$ cat config.mk
export PLATFORM = sky130hd
export DESIGN_NAME = sdds_ctrl
export DESIGN_NICKNAME = d
export VERILOG_FILES = /design/src/sdds_pkg.sv /design/src/sdds_ctrl.sv /design/src/sdds_deassert_timer.sv
export VERILOG_INCLUDE_DIRS = /design/src
export SDC_FILE = /design/constraint.sdc
export NUM_CORES = 1
export LEC_CHECK = 0
export BUFFER_PORTS_ARGS = -buffer_cell sky130_fd_sc_hd__buf_2
export CAP_MARGIN = 15
export CORE_ASPECT_RATIO = 1.1
export CORE_MARGIN = 2
export CORE_UTILIZATION = 54
export CTS_CLUSTER_DIAMETER = 150
export DETAILED_ROUTE_END_ITERATION = 12
export PLACE_DENSITY = 0.79
export SYNTH_ARGS = -nofsm -noshare
export SYNTH_HDL_FRONTEND = slang
export SYNTH_SLANG_ARGS = --single-unit
$ cat constraint.sdc
create_clock -name CLK_SYS_I -period 2.7 [get_ports CLK_SYS_I]
set_clock_uncertainty 0.15 [all_clocks]
set_input_delay 0.405 -clock CLK_SYS_I [delete_from_list [all_inputs] [get_ports CLK_SYS_I]]
set_output_delay 0.405 -clock CLK_SYS_I [all_outputs]
set_load 0.03 [all_outputs]
$ cat src/sdds_map.svh
`ifndef SDDS_MAP_SVH
`define SDDS_MAP_SVH
// Overview of operation
// output follows energy on either pair
// bit 6 selects cpu or automatic entry
// cpu method: bit 5 enters sleep
// bit 4 opens the always-on copies
// host sets bit 4 with bit 3
// bit 3 enables sleep and output
// bit 1 lengthens deassert and entry delay
// bit 0 picks output polarity
// before enable output forced high
// host writes 0x0058 for cpu method
// once enabled output follows energy
// host sets bit 5 on deassert
// host wakes by supply, reset, rewrite
// slow oscillator keeps access, write exits
// host writes 0x001a or 0x0018 automatic
// host sets bit 1 except special link
// automatic: loss enters sleep, deasserts
// automatic: energy asserts and wakes
// hardware reset always exits sleep
// copies survive sleep, cleared by reset
// without bit 4 copies stay unchanged
// sleep disables all but detect output
// delays are parameters, extended longer

// ----------------------------------------
// register addresses and fields
// ----------------------------------------
`define SDDS_ADDR_AFE_B     5'h13
`define SDDS_ADDR_SLEEP     5'h14
`define SDDS_BIT_METHOD     6
`define SDDS_BIT_ENTER      5
`define SDDS_BIT_COPY       4
`define SDDS_BIT_ENABLE     3
`define SDDS_BIT_EXTEND     1
`define SDDS_BIT_POL        0
`define SDDS_BIT_SLOWOSC    0
`define SDDS_SLEEP_MASK     16'h007b
`define SDDS_AFE_MASK       16'h0303
`define SDDS_RESET_VAL      16'h0000

// ----------------------------------------
// deassert delays
// ----------------------------------------
`define SDDS_DLY_DEF_NS     1000
`define SDDS_DLY_EXT_NS     4000
`define SDDS_CLK_NS         10
`define SDDS_DLY_DEF_CYC    (`SDDS_DLY_DEF_NS / `SDDS_CLK_NS)
`define SDDS_DLY_EXT_CYC    (`SDDS_DLY_EXT_NS / `SDDS_CLK_NS)
`define SDDS_CNT_W          12
`endif

$ cat src/sdds_pkg.sv
package sdds_pkg;
   typedef struct packed {
      logic        wr;
      logic        rd;
      logic [4:0]  addr;
      logic [15:0] wdata;
   } sdds_req_t;

   typedef enum logic [2:0] {
      SDDS_ST_FORCED = 3'b001,
      SDDS_ST_ACTIVE = 3'b010,
      SDDS_ST_SLEEP  = 3'b100
   } sdds_state_t;

   typedef struct packed {
      logic [15:0] data;
      logic        en;
   } sdds_ctr_in_t;
endpackage

$ cat src/sdds_ctrl.sv
`timescale 1ns/1ns
`include "sdds_map.svh"
module sdds_ctrl
   import sdds_pkg::*;
(
   input  wire logic        CLK_SYS_I,
   input  wire logic        RESETN_I,
   input  wire logic        MGMT_WR_I,
   input  wire logic        MGMT_RD_I,
   input  wire logic [4:0]  MGMT_ADDR_I,
   input  wire logic [15:0] MGMT_WDATA_I,
   input  wire logic        ENERGY_PAIR_A_I,
   input  wire logic        ENERGY_PAIR_B_I,
   output logic [15:0]      MGMT_RDATA_O,
   output logic             ENERGY_PRESENT_OUT_O,
   output logic             SLEEP_O,
   output logic             CORE_FUNC_EN_O
);
   typedef struct packed {
      logic [15:0] sleep_vol;
      logic [15:0] sleep_aon;
      logic [15:0] afe_vol;
      logic [15:0] afe_aon;
      sdds_state_t st;
      logic [15:0] rdata;
      logic        det;
      logic        slp;
      logic        func;
   } sdds_st_t;

   sdds_st_t  s_r;
   sdds_st_t  s_nxt;
   sdds_req_t req;
   logic      energy_ok;
   logic      raw_energy;
   logic      enabled;
   logic      cpu_mode;
   logic      slow_osc;
   logic      in_sleep;
   logic      awake;
   logic      rd_ok;
   logic      sleep_wr;
   logic      afe_wr;
   logic      copy_open;

   // ----------------------------------------
   // helpers
   // ----------------------------------------

   function automatic logic [15:0] merge(input logic [15:0] old_v,
                                         input logic [15:0] new_v,
                                         input logic [15:0] mask);
      merge = (old_v & ~mask) | (new_v & mask);
   endfunction

   // address hit for one mapped register
   function automatic logic hit(input sdds_req_t  r,
                                input logic [4:0] a);
      hit = (r.addr == a);
   endfunction

   // read mux for mapped registers
   function automatic logic [15:0] rd_mux(input logic [4:0]  a,
                                          input logic [15:0] slp_v,
                                          input logic [15:0] afe_v);
      case (a)
         `SDDS_ADDR_SLEEP: rd_mux = slp_v;
         `SDDS_ADDR_AFE_B: rd_mux = afe_v;
         default:          rd_mux = `SDDS_RESET_VAL;
      endcase
   endfunction

   // pin level, forced high until enabled
   function automatic logic pin_lvl(input sdds_state_t st,
                                    input logic        ok,
                                    input logic        pol);
      pin_lvl = (st == SDDS_ST_FORCED) ? 1'b1 : (ok ^ pol);
   endfunction

   // ----------------------------------------
   // energy inputs and hold-off
   // ----------------------------------------

   // either pair counts
   assign raw_energy = ENERGY_PAIR_A_I | ENERGY_PAIR_B_I;
   assign req = '{wr: MGMT_WR_I, rd: MGMT_RD_I, addr: MGMT_ADDR_I, wdata: MGMT_WDATA_I};

   // parameterised hold-off
   sdds_deassert_timer u_tmr (
      .clk_i       (CLK_SYS_I),
      .resetn_i    (RESETN_I),
      .energy_i    (raw_energy),
      .extend_i    (s_r.sleep_aon[`SDDS_BIT_EXTEND]),
      .energy_ok_o (energy_ok)
   );

   // ----------------------------------------
   // decoded controls
   // ----------------------------------------
   // enable from always-on copy
   assign enabled   = s_r.sleep_aon[`SDDS_BIT_ENABLE];
   // method from always-on copy
   assign cpu_mode  = s_r.sleep_aon[`SDDS_BIT_METHOD];
   assign slow_osc  = s_r.afe_aon[`SDDS_BIT_SLOWOSC];
   assign in_sleep  = (s_r.st == SDDS_ST_SLEEP);
   // access kept with slow oscillator
   assign awake     = !in_sleep || slow_osc;
   assign rd_ok     = req.rd && awake;
   assign sleep_wr  = req.wr && awake && hit(req, `SDDS_ADDR_SLEEP);
   assign afe_wr    = req.wr && awake && hit(req, `SDDS_ADDR_AFE_B);
   // copy access gate
   assign copy_open = s_r.sleep_vol[`SDDS_BIT_COPY];

   // ----------------------------------------
   // register access
   // ----------------------------------------
   always_comb begin
      s_nxt = s_r;
      if (rd_ok) begin
         s_nxt.rdata = rd_mux(req.addr, s_r.sleep_vol, s_r.afe_vol);
      end
      if (sleep_wr) begin
         s_nxt.sleep_vol = req.wdata & `SDDS_SLEEP_MASK;
         // copies untouched without access
         if (copy_open || req.wdata[`SDDS_BIT_COPY]) begin
            s_nxt.sleep_aon = req.wdata & `SDDS_SLEEP_MASK;
         end
      end
      if (afe_wr) begin
         s_nxt.afe_vol = merge(s_r.afe_vol, req.wdata, `SDDS_AFE_MASK);
         if (copy_open) begin
            s_nxt.afe_aon = merge(s_r.afe_aon, req.wdata, `SDDS_AFE_MASK);
         end
      end

      // ----------------------------------------
      // sleep sequencing
      // ----------------------------------------
      case (s_r.st)
         SDDS_ST_FORCED: begin
            // enable bit starts function
            if (enabled) begin
               s_nxt.st = SDDS_ST_ACTIVE;
            end
         end
         SDDS_ST_ACTIVE: begin
            if (!enabled) begin
               s_nxt.st = SDDS_ST_FORCED;
            // method select
            end else if (cpu_mode) begin
               // manual entry
               if (sleep_wr && req.wdata[`SDDS_BIT_ENTER]) begin
                  s_nxt.st = SDDS_ST_SLEEP;
               end
            // automatic entry on loss
            end else if (!energy_ok) begin
               s_nxt.st = SDDS_ST_SLEEP;
            end
         end
         SDDS_ST_SLEEP: begin
            // write exits sleep
            if (sleep_wr) begin
               s_nxt.st = SDDS_ST_ACTIVE;
            // automatic wake
            end else if (!cpu_mode && energy_ok) begin
               s_nxt.st = SDDS_ST_ACTIVE;
            end
         end
         default: begin
            s_nxt.st = SDDS_ST_FORCED;
         end
      endcase

      // ----------------------------------------
      // pin and status
      // ----------------------------------------
      // forced, then energy with polarity
      s_nxt.det  = pin_lvl(s_nxt.st, energy_ok, s_r.sleep_aon[`SDDS_BIT_POL]);
      // sleep shuts core functions
      s_nxt.slp  = (s_nxt.st == SDDS_ST_SLEEP);
      s_nxt.func = (s_nxt.st != SDDS_ST_SLEEP);
   end

   // ----------------------------------------
   // state register
   // ----------------------------------------
   // reset clears registers, sets pin and core enable high and exits sleep
   always_ff @(posedge CLK_SYS_I or negedge RESETN_I) begin
      if (!RESETN_I) begin
         s_r           <= '0;
         s_r.sleep_vol <= `SDDS_RESET_VAL;
         s_r.sleep_aon <= `SDDS_RESET_VAL;
         s_r.afe_vol   <= `SDDS_RESET_VAL;
         s_r.afe_aon   <= `SDDS_RESET_VAL;
         s_r.rdata     <= `SDDS_RESET_VAL;
         s_r.st        <= SDDS_ST_FORCED;
         s_r.det       <= 1'b1;
         s_r.slp       <= 1'b0;
         s_r.func      <= 1'b1;
      end else begin
         s_r <= s_nxt;
      end
   end

   // ----------------------------------------
   // outputs
   // ----------------------------------------
   assign MGMT_RDATA_O         = s_r.rdata;
   assign ENERGY_PRESENT_OUT_O = s_r.det;
   assign SLEEP_O              = s_r.slp;
   assign CORE_FUNC_EN_O       = s_r.func;
endmodule

$ cat src/sdds_deassert_timer.sv
`timescale 1ns/1ns
`include "sdds_map.svh"
module sdds_deassert_timer
   import sdds_pkg::*;
(
   input  wire logic  clk_i,
   input  wire logic  resetn_i,
   input  wire logic  energy_i,
   input  wire logic  extend_i,
   output logic       energy_ok_o
);
   typedef struct packed {
      logic [`SDDS_CNT_W-1:0] cnt;
      logic                   ok;
   } sdds_tmr_t;

   sdds_tmr_t s_r;
   sdds_tmr_t s_nxt;
   logic [`SDDS_CNT_W-1:0] lim;

   // ----------------------------------------
   // hold-off before loss is declared
   // ----------------------------------------
   always_comb begin
      s_nxt = s_r;
      // extended delay select
      lim = extend_i ? `SDDS_CNT_W'(`SDDS_DLY_EXT_CYC) : `SDDS_CNT_W'(`SDDS_DLY_DEF_CYC);
      if (energy_i) begin
         s_nxt.cnt = '0;
         s_nxt.ok  = 1'b1;
      end else if (s_r.ok) begin
         if (s_r.cnt >= lim - `SDDS_CNT_W'(1)) begin
            s_nxt.ok  = 1'b0;
            s_nxt.cnt = '0;
         end else begin
            s_nxt.cnt = s_r.cnt + `SDDS_CNT_W'(1);
         end
      end
   end

   always_ff @(posedge clk_i or negedge resetn_i) begin
      if (!resetn_i) begin
         s_r <= '0;
      end else begin
         s_r <= s_nxt;
      end
   end

   assign energy_ok_o = s_r.ok;
endmodule

==> run metrics, run 1 <==
status=finished, final reports clean; crit path to=u_tmr.s_r[8]$_DFFE_PN0P_; total CTS buffers=5; Initial Utilization=56.7%; # H-tree levels=2; Post-Place Cell Area=0.00239 mm²; io pins=46; Slew headroom=38.8%; antenna violations before repair=0; setup TNS=0 ps; CTS root buf=clkbuf_8; dominant synthesized flop cell=dfrtp_1; detailed placer's ending HPWL=2870 µm; Pwr Total=1.30 mW; yosys warns=0; pwr dens=522 mW/mm²; total gr overflow=0; Slew @ Worst Pin=918 ps; Worst EP arrival=2190 ps; CTS Hold Bufs=0; RSZ-0062 raised after global routing=no; Req. time, crit path=2780 ps; Worst Setup Start Kind=flip-flop; grt met3 use=4.65%; CTS tree=done; # DRC=0; post-CTS setup buffer count=0; area of the multi-input gates=0.00102 mm²; post-synthesis sequential area ratio=47.7%; worst skew pair latency=290 ps; via count=1,631; ANT cells=0; final worst setup slack=587 ps; Reg area=0.00108 mm²; filler cell count=335; crit path max fanout=12; endpoints failing setup=0; number of synthesized flops with an enable pin=0; leakage power=1.18 nW; post-route insts no fill=288; CP Class=reg2reg; Hold Crit Class=in2async; syn avg cell area=10.8 µm²; final wirelength=3940 µm; die area=0.00473 mm²; R2R depth=7; Site Rows=24; Final Cell Area=0.00248 mm²; cts repair resizes=0; Synthesized Nets=244; height of the chip=71.9 µm; RR Endpoint=u_tmr.s_r[8]$_DFFE_PN0P_; Port Buffers=37; pre-CTS setup slack=654 ps; maximum capacitance violations=0; min cycle time layout=2110 ps; Unique masters post-synth=48; GRT Total Usage=18.7%; FF+latch count, synth=43; Layout area overhead=9.66%; GRT met1 Usage=21.7%; layout cells sized above 1=30.9%; Post-Synthesis Cell Area=0.00227 mm²; DRT iter0 DRCs=78; post-layout util=62.2%; GR Util met2=32.5%; Nets=269; placed cell count=280; r2r setup slk=590 ps; final slew viol count=0; DIE WIDTH=65.8 µm; Most Crowded Layer GR=met2; WL/cell=13.7 µm; final hold slack=95.1 ps; DR vias/cell=5.66; Worst R2R Start=s_r[55]$_DFFE_PN0P_; hold violation total from the final report=0; Cells after Synth=210; CORE AREA=0.00399 mm²; largest net degree at the start of global routing=44; vias in the first global route=1,562; crit path from=s_r[55]$_DFFE_PN0P_; Max Fclk=473 MHz; Num Clock Sinks=43; clock slew at reported path FFs=80 ps; critical path endpoint category=flip-flop; TritonRoute pass-1 iters=4; post-synthesis async set-or-reset flop share=100%; Clock Path Buffers=2; gpl congestion=0.877; global-route wire length before repair=6760 µm; Final ANT Viol Nets=0; maximum VDD drop=0.000298 V; final period utilization=78.3%
-- cell families (layout without fill, tap and decap cells) --
kind of cell | Yosys count | in the layout | share of synthesized area [%]
adders and majority gates | 7 | 7 | 3.87
xor gates and xnor gates | 1 | 1 | 0.387
buffers and inverters | 27 | 53 | 7.23
AOI/OAI and AO/OA | 44 | 44 | 14.1
muxes | 15 | 15 | 7.45
and+or+nand+nor | 73 | 73 | 19.3
DFF | 43 | 43 | 47.7
-- power breakdown --
part	internal [mW]	total (mW)	switching, mW	leakage (nW)
combinational	0.0735	0.154	0.0804	0.559
sequential	0.695	0.731	0.0357	0.569
clock	0.206	0.412	0.206	0.0482
-- synth_stat cells, types with 2 or more instances --
| library cell | count | area share (%) |
|---|---|---|
| mux2_2 | 15 | 7.5 |
| o21a_1 | 2 | 0.66 |
| o22ai_1 | 2 | 0.55 |
| nor4_1 | 2 | 0.55 |
| a2111oi_0 | 5 | 1.9 |
| and2_1 | 6 | 1.7 |
| nor2_1 | 5 | 0.83 |
| buf_4 | 16 | 5.3 |
| o22a_1 | 2 | 0.77 |
| nand4_1 | 4 | 1.1 |
| buf_2 | 2 | 0.44 |
| a21oi_1 | 2 | 0.44 |
| a22oi_1 | 2 | 0.66 |
| inv_1 | 5 | 0.83 |
| nor3_1 | 3 | 0.66 |
| dfstp_2 | 3 | 3.5 |
| ha_1 | 7 | 3.9 |
| o31ai_1 | 2 | 0.66 |
| o21ai_0 | 11 | 2.4 |
| clkbuf_1 | 4 | 0.66 |
| a21o_1 | 7 | 2.3 |
| nor2b_1 | 7 | 1.9 |
| dfrtp_1 | 40 | 44 |
| nand2b_1 | 6 | 1.7 |
| nand2_1 | 20 | 3.3 |
| a211oi_1 | 2 | 0.66 |
| nand3_1 | 7 | 1.5 |
-- placed cells by master, fill, tap and decap left out, drive strengths merged, types with 3 or more instances in the layout --
cell type,synthesis,layout
dfrtp,40,40
buf,18,40
nand2,22,22
mux2,15,15
o21ai,11,11
nor2b,7,7
nand3,7,7
a21o,7,7
ha,7,7
clkbuf,4,7
nand2b,6,6
and2,6,6
nor2,6,6
a2111oi,6,6
inv,5,5
nand4,5,5
dfstp,3,3
nor3,3,3
-- critical path: stages, from the launching register on --
cell	delay, ps
dfrtp_1	430
inv_1	150
ha_1	260
a211oi_1	230
a21oi_1	100
buf_4	190
o41ai_1	350
o31a_1	180
-- flip-flops by register name, summed over array words and instances (netlist names) --
| signal | cells |
|---|---|
| cpu_mode | 1 |
| s_r | 15 |
| SLEEP_O | 1 |
| ENERGY_PRESENT_OUT_O | 1 |
| enabled | 1 |
| MGMT_RDATA_O | 9 |
| u_tmr.s_r | 12 |
| copy_open | 1 |
| u_tmr.energy_ok_o | 1 |
| CORE_FUNC_EN_O | 1 |
-- per-layer routing --
layer  wire [µm]  vias up  part of all wire, %
met5           0        -                    0
met4          89        0                  2.3
met3         189        7                  4.8
met2        1960       42                   50
met1        1700      781                   43
li1            -      801                    -
-- worst min-delay path by stage --
stage / cells after the start / slack (ps) / from / to
3_5_place_dp: 2 / 320 / MGMT_RDATA_O[5]$_DFFE_PN0P_ / MGMT_RDATA_O[5]$_DFFE_PN0P_
5_1_grt: 2 / 140 / ENERGY_PAIR_A_I / u_tmr.s_r[2]$_DFFE_PN0P_
3_3_place_gp: 2 / 310 / MGMT_RDATA_O[6]$_DFFE_PN0P_ / MGMT_RDATA_O[6]$_DFFE_PN0P_
4_1_cts: 1 / 130 / RESETN_I / s_r[39]$_DFFE_PN0P_
6_report: 1 / 100 / RESETN_I / s_r[39]$_DFFE_PN0P_
2_1_floorplan: 0 / -40 / RESETN_I / MGMT_RDATA_O[0]$_DFFE_PN0P_
-- cell type report --
cell class                 instances  area share (%)
sequential                        43            43.5
multi-input combinational        140            41.1
timing repair buffer              40            8.36
clock buffer                       7            3.47
tap                               52            2.62
inverter                           5           0.755
clock inverter                     1           0.201
Note: power is estimated with default switching activity, not from simulation.
==> inputs of run 2 (changes only) <==
clock period = 2.1 ns   (was 2.7 ns; I/O delays follow)
==> run 2 against run 1 <==
Net effect: cell count is 2.4% higher; first-iteration DRC count is 82% higher; routed wire length is 5.1% higher; largest power group unchanged.
==> run metrics, run 2 (same netlist as run 1, synthesis figures left out) <==
status=finished, final reports clean; largest net degree at the start of global routing=44 (unchanged); Req. time, crit path=2170 ps (-610 ps); hold violation total from the final report=0 (unchanged); height of the chip=71.9 µm (unchanged); maximum VDD drop=0.000426 V (+43%); Nets=276 (+2.6%); critical path endpoint category=flip-flop; maximum capacitance violations=0 (unchanged); clock slew at reported path FFs=80 ps (about the same); CORE AREA=0.00399 mm² (unchanged); total CTS buffers=5 (unchanged); CTS root buf=clkbuf_8; slowest cell delay on critical path=420 ps (about the same); Max Fclk=500 MHz (+5.7%); pwr dens=686 mW/mm² (+31%); Largest register FFs=15 (unchanged); via count=1,682 (+3.1%); Pwr Total=1.79 mW (+38%); Worst Setup Start Kind=flip-flop; crit path max fanout=12 (unchanged); total gr overflow=0 (unchanged); final worst setup slack=101 ps (-486 ps); Num Clock Sinks=43 (unchanged); post-CTS setup buffer count=0 (unchanged); DRT iter0 DRCs=142 (+82%); endpoints failing setup=0 (unchanged); Final ANT Viol Nets=0 (unchanged); DR vias/cell=5.70 (+0.68%); TritonRoute pass-1 iters=4 (unchanged); Largest Register=s_r; antenna violations before repair=0 (unchanged); vias in the first global route=1,668 (+6.8%); io pins=46 (unchanged); ANT cells=0 (unchanged); CP Class=reg2reg; global-route wire length before repair=7100 µm (+5.1%); final wirelength=4140 µm (+5.1%); # DRC=0 (unchanged); RSZ-0062 raised after global routing=no; # H-tree levels=2 (unchanged); r2r setup slk=100 ps (-490 ps); Post-Place Cell Area=0.00244 mm² (+1.9%); post-route insts no fill=295 (+2.4%); CP max stage cell=dfrtp_1; die area=0.00473 mm² (unchanged); placed cell count=286 (+2.1%); min cycle time layout=2000 ps (-114 ps); Site Rows=24 (unchanged); DIE WIDTH=65.8 µm (unchanged); pre-CTS setup slack=66.2 ps (-588 ps); WL/cell=14.0 µm (+2.6%); Port Buffers=37 (unchanged); post-layout util=65.5% (+3.3 points); final period utilization=95.2% (+17 points); most common cell after layout, fill and taps aside=dfrtp_1; Layout area overhead=15.5%; Worst EP arrival=2070 ps (-120 ps); most frequent cells in the layout=40 x dfrtp_1, 37 x buf_2, 20 x nand2_1; detailed placer's ending HPWL=3010 µm (+4.9%); Slew headroom=64.1% (+25 points); final hold slack=47.0 ps (-48.0 ps); GRT Total Usage=19.5% (+0.88 points); Hold Crit Class=in2reg; setup TNS=0 ps (unchanged); gpl congestion=0.864 (-1.4%); layout cells sized above 1=36.2% (+5.3 points); Initial Utilization=56.7% (unchanged); Final Cell Area=0.00262 mm² (+5.3%); Slew @ Worst Pin=538 ps (-380 ps); Clock Path Buffers=2 (unchanged); leakage power=1.23 nW (+4.7%); worst skew pair latency=300 ps (about the same); CTS tree=done; final slew viol count=0 (unchanged); crit-path cells=inv_2 > ha_1 > a211oi_1 > a21oi_1 > buf_4 > o32a_1 > nor3_1
-- run 2: changes by cell type in the layout (fill, tap and decap cells not counted), moves of 2 or more --
cell	before	now
buf_4	3	9
a2111oi_1	0	2
a2111oi_2	1	3
a2111oi_0	5	0
-- run 2: layout make-up --
type	count	area, µm²
clock inverter	3	43.8
inverter	5	18.8
timing repair buffer	47	263
sequential	43	1080
multi-input combinational	140	1080
tap	52	65.1
clock buffer	5	68.8
fill	308	1380
-- run 2: worst paths after layout --
kind                                                   from                              to  depth (start not counted)
worst max-delay path                    s_r[55]$_DFFE_PN0P_        u_tmr.s_r[2]$_DFFE_PN0P_                          7
worst min-delay path                        ENERGY_PAIR_A_I        u_tmr.s_r[2]$_DFFE_PN0P_                          2
worst max register to register          s_r[55]$_DFFE_PN0P_        u_tmr.s_r[2]$_DFFE_PN0P_                          7
worst min register to register  MGMT_RDATA_O[9]$_DFFE_PN0P_     MGMT_RDATA_O[9]$_DFFE_PN0P_                          2
max in group asynchronous                          RESETN_I  ENERGY_PRESENT_OUT_O$_DFF_PN1_                          3
min in group asynchronous                          RESETN_I        u_tmr.s_r[4]$_DFFE_PN0P_                          3
-- run 2: repair_timing --
item / CTS / global route
hold buffers: 1 / 0
setup endpoints to repair: 0 / 8
resized for setup: 0 / 14
hold endpoints to repair: 40 / 0
-- run 2: power by group --
part / switching [mW] / internal [mW]
Combinational: 0.110 / 0.101
Sequential: 0.0441 / 0.893
Clock: 0.292 / 0.354
-- run 2: critical path, delay by kind of cell (launching register included) --
family          cells  cell delay, ps
fa+ha+maj           1             290
buf+inv             2             280
flops               1             420
simple gates        1             120
compound gates      3             650
-- run 2: metal layers --
| layer | global-route usage (%) | routed length [µm] | vias up |
|---|---|---|---|
| li1 | - | - | 820 |
| met1 | 21.2 | 1760 | 809 |
| met2 | 35.5 | 2090 | 46 |
| met3 | 4.96 | 205 | 7 |
| met4 | 8.80 | 78 | 0 |
| met5 | 0 | 0 | - |
